### config.mk
export PLATFORM = sky130hd
export DESIGN_NAME = mlsc_top
export DESIGN_NICKNAME = d
export VERILOG_FILES = /design/src/mlsc_pkg.sv /design/src/mlsc_top.sv /design/src/mlsc_reset_filter.sv
export SDC_FILE = /design/constraint.sdc
export NUM_CORES = 1
export LEC_CHECK = 0
export ABC_AREA = 1
export BUFFER_PORTS_ARGS = -buffer_cell sky130_fd_sc_hd__clkbuf_2
export CORE_MARGIN = 1.5
export CORE_UTILIZATION = 35
export CTS_CLUSTER_SIZE = 25
export DETAILED_ROUTE_END_ITERATION = 8
export GPL_TIMING_DRIVEN = 0
export PLACE_DENSITY = 0.55
export SYNTH_ARGS = -nofsm -noshare
export SYNTH_HDL_FRONTEND = slang
export SYNTH_SLANG_ARGS = --single-unit
### constraint.sdc
create_clock -name CLOCK_I -period 4.7 [get_ports CLOCK_I]
set_input_delay 0.235 -clock CLOCK_I [delete_from_list [all_inputs] [get_ports CLOCK_I]]
set_output_delay 0.235 -clock CLOCK_I [all_outputs]
set_load 0.01 [all_outputs]
### src/mlsc_pkg.sv
// Behaviour
// - Serial answers only while select held low
// - Long reset pulse restores all defaults but the register pointer
// - Reset end posts interrupt, not-ready cleared
// - Power-up posts reset-complete interrupt unprompted
// - Interrupt pin low flags fault or status
// - Loss alarm when any lane under threshold
// - Transmitter off by pin or serial
// - Lane receive power readable over serial
// - Low-power input limits power consumption
// - Presence line pulled low while inserted
package mlsc_pkg;
  // ----------------------------------------------------------------
  // Timing
  // ----------------------------------------------------------------
  localparam int CLK_MHZ = 200;
  localparam int RESET_MIN_NS = 1000;
  localparam int RESET_MIN_CYCLES = (RESET_MIN_NS * CLK_MHZ + 999) / 1000;
  localparam int INIT_TIME_MS = 2000;
  localparam int INIT_CYCLES = INIT_TIME_MS * CLK_MHZ * 1000;
  // ----------------------------------------------------------------
  // Serial map
  // ----------------------------------------------------------------
  localparam logic [6:0] DEV_ADDR = 7'h50;
  localparam logic [7:0] OFS_ID = 8'h00;
  localparam logic [7:0] OFS_STATUS = 8'h02;
  localparam logic [7:0] OFS_FLAGS = 8'h03;
  localparam logic [7:0] OFS_RXPWR0 = 8'h22;
  localparam logic [7:0] OFS_TXDIS = 8'h56;
  localparam int BIT_NOT_READY = 0;
  localparam int BIT_DONE_FLAG = 4;
  localparam int LANES = 4;
  // Arbitrary identifier value
  localparam logic [7:0] ID_VALUE = 8'h5A;
  localparam logic [3:0] TXDIS_RST = 4'h0;
  localparam logic [7:0] LOS_THRESHOLD = 8'h10;
endpackage

### src/mlsc_top.sv
`timescale 1ns/10ps
module mlsc_top #(
  parameter int INIT_CYCLES = mlsc_pkg::INIT_CYCLES,
  parameter int RESET_MIN_CYCLES = mlsc_pkg::RESET_MIN_CYCLES,
  parameter int PW = 8
) (
  input wire logic CLOCK_I,
  input wire logic RESET_I,
  input wire logic DEVICE_SELECT_N_I,
  input wire logic MODULE_RESET_N_I,
  input wire logic LOW_POWER_REQUEST_I,
  input wire logic TRANSMIT_DISABLE_I,
  input wire logic SCL_I,
  input wire logic SDA_I,
  output logic SDA_O,
  output logic SDA_OE_O,
  input wire logic [mlsc_pkg::LANES*PW-1:0] RX_POWER_I,
  output logic RECEIVE_SIGNAL_LOST_O,
  output logic IRQ_N_O,
  output logic IRQ_N_OE_O,
  output logic PRESENT_N_O,
  output logic [mlsc_pkg::LANES-1:0] TX_OFF_O,
  output logic LOW_POWER_O
);
  typedef enum logic [2:0] {
    IDLE, ADDR, ACK_ADDR, WPTR, ACK_W, WDATA, RDATA, ACK_R
  } mlsc_st_t;

  typedef struct packed {
    logic [1:0] sel_s;
    logic [1:0] mrst_s;
    logic [1:0] txd_s;
    logic [1:0] lp_s;
    logic [2:0] scl_s;
    logic [2:0] sda_s;
    mlsc_st_t st;
    logic [3:0] cnt;
    logic byte_rdy;
    logic rw;
    logic nack;
    logic [7:0] shift;
    logic [7:0] ptr;
    logic sda_oe;
    logic [3:0] tx_soft;
    logic not_ready;
    logic [31:0] init_cnt;
    logic [3:0] los;
    logic [3:0] los_flag;
    logic done_flag;
    logic irq;
    logic los_out;
    logic [3:0] tx_off;
    logic low_pwr;
  } mlsc_state_t;

  mlsc_state_t s_reg;
  mlsc_state_t s_next;
  logic soft_rst;
  logic [3:0] los_now;

  mlsc_reset_filter #(
    .MIN_CYCLES(RESET_MIN_CYCLES)
  ) u_flt (
    .clk_i(CLOCK_I),
    .rst_i(RESET_I),
    .level_n_i(s_reg.mrst_s[1]),
    .fire_o(soft_rst)
  );

  function automatic logic [7:0] lane_pwr(input logic [1:0] lane);
    lane_pwr = 8'(RX_POWER_I[lane*PW +: PW]);
  endfunction

  // ----------------------------------------------------------------
  // Next state
  // ----------------------------------------------------------------
  always_comb
  begin
    logic scl_rise;
    logic scl_fall;
    logic start;
    logic stop;
    logic [7:0] rd;
    s_next = s_reg;
    scl_rise = s_reg.scl_s[1] && !s_reg.scl_s[2];
    scl_fall = !s_reg.scl_s[1] && s_reg.scl_s[2];
    start = s_reg.scl_s[1] && s_reg.scl_s[2] && !s_reg.sda_s[1]
      && s_reg.sda_s[2];
    stop = s_reg.scl_s[1] && s_reg.scl_s[2] && s_reg.sda_s[1]
      && !s_reg.sda_s[2];
    rd = 8'h00;
    // Pin synchronisers
    s_next.sel_s = {s_reg.sel_s[0], DEVICE_SELECT_N_I};
    s_next.mrst_s = {s_reg.mrst_s[0], MODULE_RESET_N_I};
    s_next.txd_s = {s_reg.txd_s[0], TRANSMIT_DISABLE_I};
    s_next.lp_s = {s_reg.lp_s[0], LOW_POWER_REQUEST_I};
    s_next.scl_s = {s_reg.scl_s[1:0], SCL_I};
    s_next.sda_s = {s_reg.sda_s[1:0], SDA_I};
    // Loss detect per lane
    for (int i = 0; i < mlsc_pkg::LANES; i++)
      los_now[i] = lane_pwr(2'(i)) < mlsc_pkg::LOS_THRESHOLD;
    s_next.los = los_now;
    // Alarm output follows the lanes live, reads never clear it
    s_next.los_out = |los_now;
    // Init timer: runs after power-up and after a filtered reset
    if (s_reg.not_ready)
    begin
      if (s_reg.init_cnt >= 32'(INIT_CYCLES - 1))
      begin
        s_next.not_ready = 1'b0;
        s_next.done_flag = 1'b1;
      end
      else
        s_next.init_cnt = s_reg.init_cnt + 32'h1;
    end
    // Serial slave
    case (s_reg.st)
      IDLE:
        s_next.sda_oe = 1'b0;
      ADDR, WPTR, WDATA:
        if (scl_rise)
        begin
          s_next.shift = {s_reg.shift[6:0], s_reg.sda_s[1]};
          s_next.cnt = s_reg.cnt + 4'h1;
          s_next.byte_rdy = s_reg.cnt == 4'h7;
        end
        else if (scl_fall && s_reg.byte_rdy)
        begin
          s_next.byte_rdy = 1'b0;
          s_next.cnt = 4'h0;
          s_next.sda_oe = 1'b1;
          s_next.st = ACK_W;
          if (s_reg.st == ADDR)
          begin
            s_next.rw = s_reg.shift[0];
            s_next.st = ACK_ADDR;
            if (s_reg.shift[7:1] != mlsc_pkg::DEV_ADDR)
            begin
              s_next.sda_oe = 1'b0;
              s_next.st = IDLE;
            end
          end
          else if (s_reg.st == WPTR)
            s_next.ptr = s_reg.shift;
          else
          begin
            if (s_reg.ptr == mlsc_pkg::OFS_TXDIS)
              s_next.tx_soft = s_reg.shift[3:0];
            s_next.ptr = s_reg.ptr + 8'h01;
          end
        end
      ACK_ADDR, ACK_W, ACK_R:
        if (scl_rise && s_reg.st == ACK_R)
          s_next.nack = s_reg.sda_s[1];
        else if (scl_fall)
        begin
          s_next.sda_oe = 1'b0;
          s_next.st = (s_reg.st == ACK_ADDR) ? WPTR : WDATA;
          if ((s_reg.st == ACK_ADDR && s_reg.rw) ||
              (s_reg.st == ACK_R && !s_reg.nack))
          begin
            // Read mux, monitor values and flags visible to host
            case (s_reg.ptr)
              mlsc_pkg::OFS_ID: rd = mlsc_pkg::ID_VALUE;
              mlsc_pkg::OFS_STATUS:
                rd[mlsc_pkg::BIT_NOT_READY] = s_reg.not_ready;
              mlsc_pkg::OFS_FLAGS:
                rd = {3'h0, s_reg.done_flag, s_reg.los_flag};
              mlsc_pkg::OFS_TXDIS: rd = {4'h0, s_reg.tx_soft};
              default:
                if (s_reg.ptr >= mlsc_pkg::OFS_RXPWR0 &&
                    s_reg.ptr < mlsc_pkg::OFS_RXPWR0 + 8'h04)
                  rd = lane_pwr(2'(s_reg.ptr - mlsc_pkg::OFS_RXPWR0));
            endcase
            if (s_reg.ptr == mlsc_pkg::OFS_FLAGS)
            begin
              s_next.los_flag = 4'h0;
              s_next.done_flag = s_next.done_flag & !s_reg.done_flag;
            end
            s_next.ptr = s_reg.ptr + 8'h01;
            s_next.shift = {rd[6:0], 1'b0};
            s_next.sda_oe = !rd[7];
            s_next.cnt = 4'h1;
            s_next.st = RDATA;
          end
          else if (s_reg.st == ACK_R)
            s_next.st = IDLE;
        end
      RDATA:
        if (scl_fall)
        begin
          if (s_reg.cnt == 4'h8)
          begin
            s_next.sda_oe = 1'b0;
            s_next.st = ACK_R;
          end
          else
          begin
            s_next.sda_oe = !s_reg.shift[7];
            s_next.shift = {s_reg.shift[6:0], 1'b0};
            s_next.cnt = s_reg.cnt + 4'h1;
          end
        end
      default:
        s_next.st = IDLE;
    endcase
    if (start)
    begin
      s_next.st = ADDR;
      s_next.cnt = 4'h0;
      s_next.byte_rdy = 1'b0;
      s_next.sda_oe = 1'b0;
    end
    if (stop)
      s_next.st = IDLE;
    // Deselected module drops any transfer and releases the data line
    if (s_reg.sel_s[1])
    begin
      s_next.st = IDLE;
      s_next.sda_oe = 1'b0;
    end
    // New events after the clear so a simultaneous set is kept
    s_next.los_flag = s_next.los_flag | (los_now & ~s_reg.los);
    if (soft_rst)
    begin
      s_next.tx_soft = mlsc_pkg::TXDIS_RST;
      s_next.not_ready = 1'b1;
      s_next.init_cnt = 32'h0;
      s_next.done_flag = 1'b0;
      s_next.los_flag = 4'h0;
      s_next.st = IDLE;
      s_next.sda_oe = 1'b0;
    end
    s_next.irq = s_reg.done_flag | (|s_reg.los_flag);
    s_next.tx_off = s_reg.tx_soft | {4{s_reg.txd_s[1]}};
    // Held high until ready, so no full power during init
    s_next.low_pwr = s_reg.lp_s[1] | s_reg.not_ready;
  end

  always_ff @(posedge CLOCK_I or posedge RESET_I)
  begin
    if (RESET_I)
    begin
      s_reg <= '0;
      s_reg.sel_s <= 2'h3;
      s_reg.mrst_s <= 2'h3;
      s_reg.scl_s <= 3'h7;
      s_reg.sda_s <= 3'h7;
      s_reg.not_ready <= 1'b1;
      s_reg.low_pwr <= 1'b1;
    end
    else
      s_reg <= s_next;
  end

  // ----------------------------------------------------------------
  // Outputs
  // ----------------------------------------------------------------
  assign SDA_O = 1'b0;
  assign SDA_OE_O = s_reg.sda_oe;
  assign RECEIVE_SIGNAL_LOST_O = s_reg.los_out;
  assign IRQ_N_O = 1'b0;
  assign IRQ_N_OE_O = s_reg.irq;
  assign PRESENT_N_O = 1'b0;
  assign TX_OFF_O = s_reg.tx_off;
  assign LOW_POWER_O = s_reg.low_pwr;

  // ----------------------------------------------------------------
  // Checks
  // ----------------------------------------------------------------
  sel_gate_a:
  assert property (@(posedge CLOCK_I) disable iff (RESET_I)
    s_reg.sel_s[1] |=> !SDA_OE_O && s_reg.st == IDLE)
  else $error("serial line driven while deselected");

  reset_defaults_a:
  assert property (@(posedge CLOCK_I) disable iff (RESET_I)
    soft_rst |=> s_reg.tx_soft == mlsc_pkg::TXDIS_RST && s_reg.not_ready)
  else $error("filtered reset did not restore defaults");

  done_irq_a:
  assert property (@(posedge CLOCK_I) disable iff (RESET_I)
    $fell(s_reg.not_ready) |-> s_reg.done_flag ##1 IRQ_N_OE_O)
  else $error("reset end did not post interrupt");

  powerup_a:
  assert property (@(posedge CLOCK_I) disable iff (RESET_I)
    s_reg.not_ready && !soft_rst
      && s_reg.init_cnt >= 32'(INIT_CYCLES - 1)
      |=> !s_reg.not_ready && s_reg.done_flag)
  else $error("init timer end not reported");

  irq_pin_a:
  assert property (@(posedge CLOCK_I) disable iff (RESET_I)
    (s_reg.done_flag || s_reg.los_flag != 4'h0) |=> IRQ_N_OE_O)
  else $error("pending flag without interrupt");

  los_out_a:
  assert property (@(posedge CLOCK_I) disable iff (RESET_I)
    ##1 RECEIVE_SIGNAL_LOST_O == (|$past(los_now)))
  else $error("loss alarm does not follow lanes");

  tx_off_a:
  assert property (@(posedge CLOCK_I) disable iff (RESET_I)
    s_reg.txd_s[1] |=> TX_OFF_O == 4'hF)
  else $error("hardware disable ignored");

  low_power_a:
  assert property (@(posedge CLOCK_I) disable iff (RESET_I)
    s_reg.lp_s[1] |=> LOW_POWER_O)
  else $error("low power request ignored");

  present_a:
  assert property (@(posedge CLOCK_I) disable iff (RESET_I)
    !PRESENT_N_O)
  else $error("presence line not low");
endmodule

### src/mlsc_reset_filter.sv
`timescale 1ns/10ps
module mlsc_reset_filter #(
  parameter int MIN_CYCLES = mlsc_pkg::RESET_MIN_CYCLES
) (
  input wire logic clk_i,
  input wire logic rst_i,
  input wire logic level_n_i,
  output logic fire_o
);
  typedef struct packed {
    logic [31:0] cnt;
    logic fire;
  } mlsc_flt_t;

  mlsc_flt_t s_reg;
  mlsc_flt_t s_next;

  // ----------------------------------------------------------------
  // Low-time counter
  // ----------------------------------------------------------------
  always_comb
  begin
    s_next = s_reg;
    s_next.fire = 1'b0;
    if (level_n_i)
      s_next.cnt = 32'h0;
    else if (s_reg.cnt != 32'(MIN_CYCLES))
    begin
      s_next.cnt = s_reg.cnt + 32'h1;
      // Fires once per low period, short glitches never get here
      if (s_next.cnt == 32'(MIN_CYCLES))
        s_next.fire = 1'b1;
    end
  end

  always_ff @(posedge clk_i or posedge rst_i)
  begin
    if (rst_i)
      s_reg <= '0;
    else
      s_reg <= s_next;
  end

  assign fire_o = s_reg.fire;

  short_pulse_a:
  assert property (@(posedge clk_i) disable iff (rst_i)
    $rose(s_reg.fire) |-> !$past(level_n_i) && s_reg.cnt == 32'(MIN_CYCLES))
  else $error("reset fired before minimum low time");
endmodule

# Yosys cells after proc, flatten, opt, wreduce, memory -nomap -nowiden
# Cells that the tools add are included.
totals:
  reg_bits: 127
  in_bits: 40
  wordCells: 208
op_classes:
  add_sub_neg: 5
  magnitude_cmp: 7
  eq_ne: 45
  n_shift: 1
  muxes: 68
  bitwise: 8
  reduce_logical: 48
ops:
  columns: ["op", "count"]
  rows:
  - ["33-bit 2-to-1 mux", 2]
  - ["32-bit by 1-bit adder with 32-bit output (second input constant)", 2]
  - ["32-bit 2-to-1 mux", 2]
  - ["8-bit 2-to-1 mux", 7]
  - ["17-bit 2-to-1 mux", 3]
  - ["7-bit 2-to-1 mux", 7]
  - ["38-bit 2-to-1 mux", 1]
  - ["6-bit by 5-bit inequality test with 1-bit output (second input constant)", 6]
  - ["5-bit 2-to-1 mux", 7]
  - ["32-bit by 8-bit == test with 1-bit output (second input constant)", 1]
  - ["32-bit by 29-bit greater-or-equal comparator with 1-bit output (second input constant)", 1]
  - ["8-bit by 5-bit less-than comparator with 1-bit output (second input constant)", 4]
  - ["32-bit by 8-bit inequality test with 1-bit output (second input constant)", 1]
  - ["32-bit by 6-bit variable part select with 8-bit output", 1]
  - ["7-bit case mux with 4 select lines", 1]
  - ["7-bit AND reduction", 4]
  - ["3-bit 2-to-1 mux", 9]
  - ["13-bit 2-to-1 mux", 2]
  - ["5-bit by 4-bit inequality test with 1-bit output (second input constant)", 5]
  - ["4-bit 2-to-1 mux", 6]
  - ["8-bit case mux with 3 select lines", 1]
  - ["7-bit case mux with 3 select lines", 1]
  - ["2-bit inequality test (second input constant)", 9]
  - ["8-bit by 2-bit == test with 1-bit output (second input constant)", 2]
  - ["other kinds (41)", 97]

# Logic depth before layout (Yosys ltp)
depth:
  ltp_word: 16
  ltp_mapped: 13
  ltp_nobuf: 13

# Hierarchy
# From an unflattened synthesis, not the netlist that was laid out.
unflattened:
  hier_cells: 1318
  hier_area_um2: 8501.9
by_module_without_submodules:
  columns: ["module", "n_inst", "cells_per_inst", "area_per_inst_um2", "seq_area_each_um2"]
  rows:
  - ["mlsc_top", 1, 930, 6119.6, 2367.3]
  - ["mlsc_reset_filter", 1, 388, 2382.3, 825.8]

# Worst setup path after synthesis
# Ideal clock, no wire load.
synth_timing:
  path_type: "register to register"
  start: "register s_reg[54] in the netlist's numbering"
  end: "register s_reg[63] in the netlist's numbering"
  setup_time_ps: 87
  arrival_ps: 1991
  required_ps: 4613
  slack_ps: 2622
  stages_incl_launch_ff: 13
  n_path_buf: 2
  path_cell_list: "dfrtp_1 > clkbuf_1 > inv_1 > clkbuf_1 > ha_1 > nand2_1 > nor3_1 > nand2_1 > nand3_1 > inv_2 > a21oi_1 > nand2_1 > a22oi_1"
synth_via:
  elab_chain_len: 8
synth_rtl:
  columns: ["item", "line", "rtl"]
  rows:
  - ["start, declared", "mlsc_top.sv:56", "mlsc_state_t s_reg;"]
  - ["start signal, assigned", "mlsc_top.sv:253", "s_reg <= s_next;"]
  - ["2-bit subtractor (tied with other cells)", "mlsc_top.sv:173", "rd = lane_pwr(2'(s_reg.ptr - mlsc_pkg::OFS_RXPWR0));"]
  - ["32-bit by 6-bit variable part select with 8-bit output / 1-bit logical AND (equally long branches)", "mlsc_top.sv:71, mlsc_top.sv:171", null]
  - ["8-bit 2-to-1 mux", "mlsc_top.sv:171", "if (s_reg.ptr >= mlsc_pkg::OFS_RXPWR0 &&"]
  - ["1-bit case mux with 4 select lines (*)", "mlsc_top.sv:163", "case (s_reg.ptr)"]
  - ["17-bit 2-to-1 mux (*)", "mlsc_top.sv:159", "if ((s_reg.st == ACK_ADDR && s_reg.rw) ||"]
  - ["17-bit 2-to-1 mux (*)", "mlsc_top.sv:155", "else if (scl_fall)"]
  - ["17-bit 2-to-1 mux (*)", "mlsc_top.sv:153", "if (scl_rise && s_reg.st == ACK_R)"]
  - ["8-bit case mux with 3 select lines (*)", "mlsc_top.sv:117", "case (s_reg.st)"]
# Every way passes the cells marked *; elsewhere a longest branch is shown, timed or not. The select of a mux whose other input is x is not followed.
# A chain may end at the register's enable or synchronous reset.

# Final worst setup path
layout_timing:
  start: "register s_reg[54] in the netlist's numbering"
  end: "register s_reg[64] in the netlist's numbering"
layout_via:
  elab_chain_len: 12
layout_rtl:
  columns: ["item", "line"]
  rows:
  - ["2-bit subtractor (tied with other cells)", "mlsc_top.sv:173"]
  - ["32-bit by 6-bit variable part select with 8-bit output / 1-bit logical AND (equally long branches)", "mlsc_top.sv:71, mlsc_top.sv:171"]
  - ["8-bit 2-to-1 mux", "mlsc_top.sv:171"]
  - ["7-bit case mux with 4 select lines (*)", "mlsc_top.sv:163"]
  - ["7-bit 2-to-1 mux (*)", "mlsc_top.sv:159"]
  - ["7-bit 2-to-1 mux (*)", "mlsc_top.sv:155"]
  - ["7-bit 2-to-1 mux (*)", "mlsc_top.sv:153"]
  - ["7-bit 2-to-1 mux (*)", "mlsc_top.sv:117"]
  - ["17-bit 2-to-1 mux (*)", "mlsc_top.sv:159"]
  - ["17-bit 2-to-1 mux (*)", "mlsc_top.sv:155"]
  - ["17-bit 2-to-1 mux (*)", "mlsc_top.sv:153"]
  - ["8-bit case mux with 3 select lines (*)", "mlsc_top.sv:117"]
# Marked as above.

==> results.txt <==
----------------------------------------------------
[Setup path]
  Endpoint arrival time on the critical path ... 3150 ps
  Capturing element type of the critical path ... register
  Crit start category ... register
  Max Fanout on Critical Path ... 11
  Startpoint of the most critical register-to-register path ... s_reg[54]$_DFFE_PP0P_
  Reg2reg end ... s_reg[64]$_DFFE_PP0P_
  Flop2flop setup slack ... 1880 ps
  Depth of the worst register-to-register path ... 12
  Data required time at the worst endpoint ... 5030 ps
  Worst setup path category ... register to register

[STA]
  Post-route clock skew ... 12.3 ps
  Share of the clock period used by the worst path ... 60.0%
  Actual transition at the worst max-transition pin ... 701 ps
  Final hold violation count ... 0
  Final count of negative-setup-slack endpoints ... 0
  Fin crit period ... 2820 ps
  Slew margin rel. ... 52.8%
  Pins over their slew limit ... 0
  Sum of negative setup slack ... 0 ps
  Unrepaired setup endpoints after global routing ... no
  Post-Route Hold Slack ... 43.3 ps
  Upper clock frequency limit ... 355 MHz

[Floorplan]
  Initial Utilization ... 35.7%
  Die footprint ... 23200 µm²
  Number of I/O pins ... 51
  Core area ... 21800 µm²
  Die width ... 152 µm
  Cell row count ... 54
  Y dimension of the die ... 152 µm

[Power]
  Final Power ... 3.02 mW
  VDD IR max ... 0.169 mV
  Pwr dens ... 331 nW/µm²
  Static leakage power ... 4.22 nW

[Synth]
  Cell type with the highest aggregate area in the netlist ... sky130_fd_sc_hd__dfrtp_1
  Fraction of synthesized area in multiplexers ... 0%
  Top-area cell type share of the netlist area ... 36.9%
  Netlist Area Pre-Place ... 7790 µm²
  Adder and majority cell fraction of the synthesized area ... 1.45%
  Number of instances in the synthesized netlist ... 1087
  Total number of yosys warnings ... 0
  Register bit total from synthesis ... 127
  Simple-gate portion of the synthesized area ... 35.2%
  Leading post-synthesis cells by cell area ... sky130_fd_sc_hd__dfrtp_1 37%, sky130_fd_sc_hd__nand2_1 14%, sky130_fd_sc_hd__nor2_1 7.6%
  Post-synthesis compound-gate area fraction ... 9.11%
  Mean area per synthesized cell ... 7.17 µm²
  Post-synthesis sequential area ratio ... 41.0%
  Xor and xnor fraction of the mapped netlist area ... 4.27%
  Largest family of logic cells by synthesized area ... simple AND/OR/NAND/NOR gates
  Number of distinct library cell variants in the gate-level netlist after synthesis ... 43

[Clock network]
  Clock Pin Slew Worst Setup and Hold Paths ... 70 ps
  Clock latency of the later-clocked register in the worst-skew pair ... 420 ps
  Count of buffers added by post-CTS timing repair for setup ... 0
  TritonCTS clock tree ... yes
  CTS max path bufs ... 2
  Maximum level of the CTS H-tree ... 4
  Number of clock buffers inserted by TritonCTS ... 17
  Post_cts resized ... 0
  Total clock sinks ... 127
  Library cell used as clock root buffer ... sky130_fd_sc_hd__clkbuf_16

[Hold path]
  Worst min-delay path startpoint ... RX_POWER_I[4]
  Worst min-delay path category ... input port to register
  Worst min-delay path endpoint ... s_reg[12]$_DFF_PP0_
  Worst hold path stage count ... 2

[Cells and area]
  Number of nets in the finished design ... 1214
  Largest register FFs ... 78
  Synth-to-Final Area Change ... 17.1%
  Area occupied by multi-input gates ... 3910 µm²
  Layout cell share with drive strength beyond 1 ... 12.1%
  Post-Route Utilization ... 41.8%
  Sequential standard cell area ... 3190 µm²
  Number of inserted filler cells in the final layout ... 2317

[GRT]
  Total routing resource utilization after global routing ... 19.2%
  Via count of the first global-routing pass ... 7024
  GR Layer Usage met1 ... 26.1%
  Aggregate global routing overflow ... 0
  Fraction of met3 tracks used by global routing ... 3.84%
  First-pass GRT wire length ... 35.9 mm
  GRT Max-Usage Layer ... met2
  Met2 usage in global routing ... 30.2%
  Antenna violations before repair ... 1
  Maximum number of pins on one net before global-route repair ... 86

[Place]
  Placed wire-length estimate after detailed placement ... 16.2 mm
  Routability congestion estimate from global placement ... 0.927
  Quantity of I/O buffers inserted on ports ... 47

[Detailed routing]
  Routed Wire Length ... 21.3 mm
  Initial DRC count ... 488
  Length of the first detailed-routing pass in iterations ... 8
  Detailed-route vias per instance ... 4.97
  Post-detailed-route wirelength per cell ... 14.6 µm
  DRT antenna net count ... 0
  Via total after detailed routing ... 7256
  Final routed DRC violation total ... 0

[Outcome]
  Result of the run ... complete, no violations

[Run]
  Max-cap violations ... 0

----------------------------------------------------
## what timing repair did
| action | CTS | global route |
|---|---|---|
| hold buffers | 9 | 0 |
| setup endpoints to repair | 0 | 0 |
| endpoints found under the hold margin | 41 | 0 |
## per-stage QoR
stage                     instance area (µm²)  setup WS [ps]  instances
after detailed placement                 8410           1930       1417
after global routing                     9110           1590       1458
after floorplan                          7800           1100       1089
after global placement                   8380           -517       1416
final                                    9120           1880       1460
after CTS                                9110           1900       1458
## cell families after synthesis
group	count (synthesis)
buffers and inverters	163
AND/OR/NAND/NOR	622
other	1
AO/OA/AOI/OAI	127
flip-flops	127
XOR/XNOR	38
adder cells (fa/ha/maj)	9
## synthesized netlist by cell type (all sizes together)
master,n
a21oi,42
a22oi,12
a31oi,3
and3,1
buf,18
clkbuf,16
conb,1
dfrtp,115
dfstp,12
ha,9
inv,129
nand2,288
nand2b,1
nand3,83
nand3b,4
nand4,26
nor2,169
nor3,25
nor3b,2
nor4,16
o2111ai,3
o211ai,4
o21ai,51
o22ai,10
o31a,1
o31ai,1
or2,7
xnor2,8
xor2,30
## routing by layer
layer,wire length [µm],vias to the layer above
li1,-,3669
met1,10200,3392
met2,9710,171
met3,927,24
met4,438,0
met5,0,-
## worst max-delay path, stage by stage, from the launching register on
cell and delay, ps:
sky130_fd_sc_hd__dfrtp_1 380, sky130_fd_sc_hd__clkbuf_1 260, sky130_fd_sc_hd__inv_1 130, sky130_fd_sc_hd__clkbuf_1 500, sky130_fd_sc_hd__ha_1 300, sky130_fd_sc_hd__nand2_1 70
sky130_fd_sc_hd__nor3_1 120, sky130_fd_sc_hd__nand2_1 210, sky130_fd_sc_hd__nand3_1 260, sky130_fd_sc_hd__inv_2 110, sky130_fd_sc_hd__a21oi_1 160, sky130_fd_sc_hd__nand2_1 70
sky130_fd_sc_hd__a22oi_1 150
## cell type report
class | instances | share of cell area, %
clock inverters | 11 | 1.28
well taps | 280 | 3.84
plain buffers | 34 | 2.33
clock buffers | 21 | 5.41
inverters | 129 | 5.36
multi-input cells | 799 | 42.8
diodes | 2 | 0.0549
repair buffers | 57 | 3.87
flip-flops and latches | 127 | 35.0
## worst max path at each step
stage                          start                     to  slack [ps]  cells after the start
3_5_place_dp   s_reg[54]$_DFFE_PP0P_  s_reg[66]$_DFFE_PP0P_        1930                     12
3_3_place_gp                 RESET_I  s_reg[20]$_DFFE_PP0P_        -520                      2
4_1_cts        s_reg[54]$_DFFE_PP0P_  s_reg[64]$_DFFE_PP0P_        1900                     12
6_report       s_reg[54]$_DFFE_PP0P_  s_reg[64]$_DFFE_PP0P_        1880                     12
2_1_floorplan                RESET_I   IRQ_N_OE_O$_DFF_PP0_        1100                      1
5_1_grt        s_reg[54]$_DFFE_PP0P_  s_reg[64]$_DFFE_PP0P_        1590                     12
## cells in the final DEF, fill, tap and decap left out, drive strengths merged, types with 4 or more instances in the layout
cell	netlist	final
nand2	288	288
nor2	169	169
inv	129	135
dfrtp	115	115
clkbuf	16	84
nand3	83	83
o21ai	51	51
a21oi	42	42
xor2	30	30
nand4	26	26
nor3	25	25
buf	18	19
nor4	16	16
dfstp	12	12
a22oi	12	12
o22ai	10	10
ha	9	9
dlygate4sd3	0	9
xnor2	8	8
or2	7	7
o211ai	4	4
nand3b	4	4
## power breakdown
| part | switching [mW] | internal (mW) | leakage [nW] |
|---|---|---|---|
| Combinational | 0.333 | 0.155 | 2.29 |
| Sequential | 0.0349 | 1.14 | 1.63 |
| Clock | 0.541 | 0.819 | 0.290 |
(Power assumes the default switching activity.)
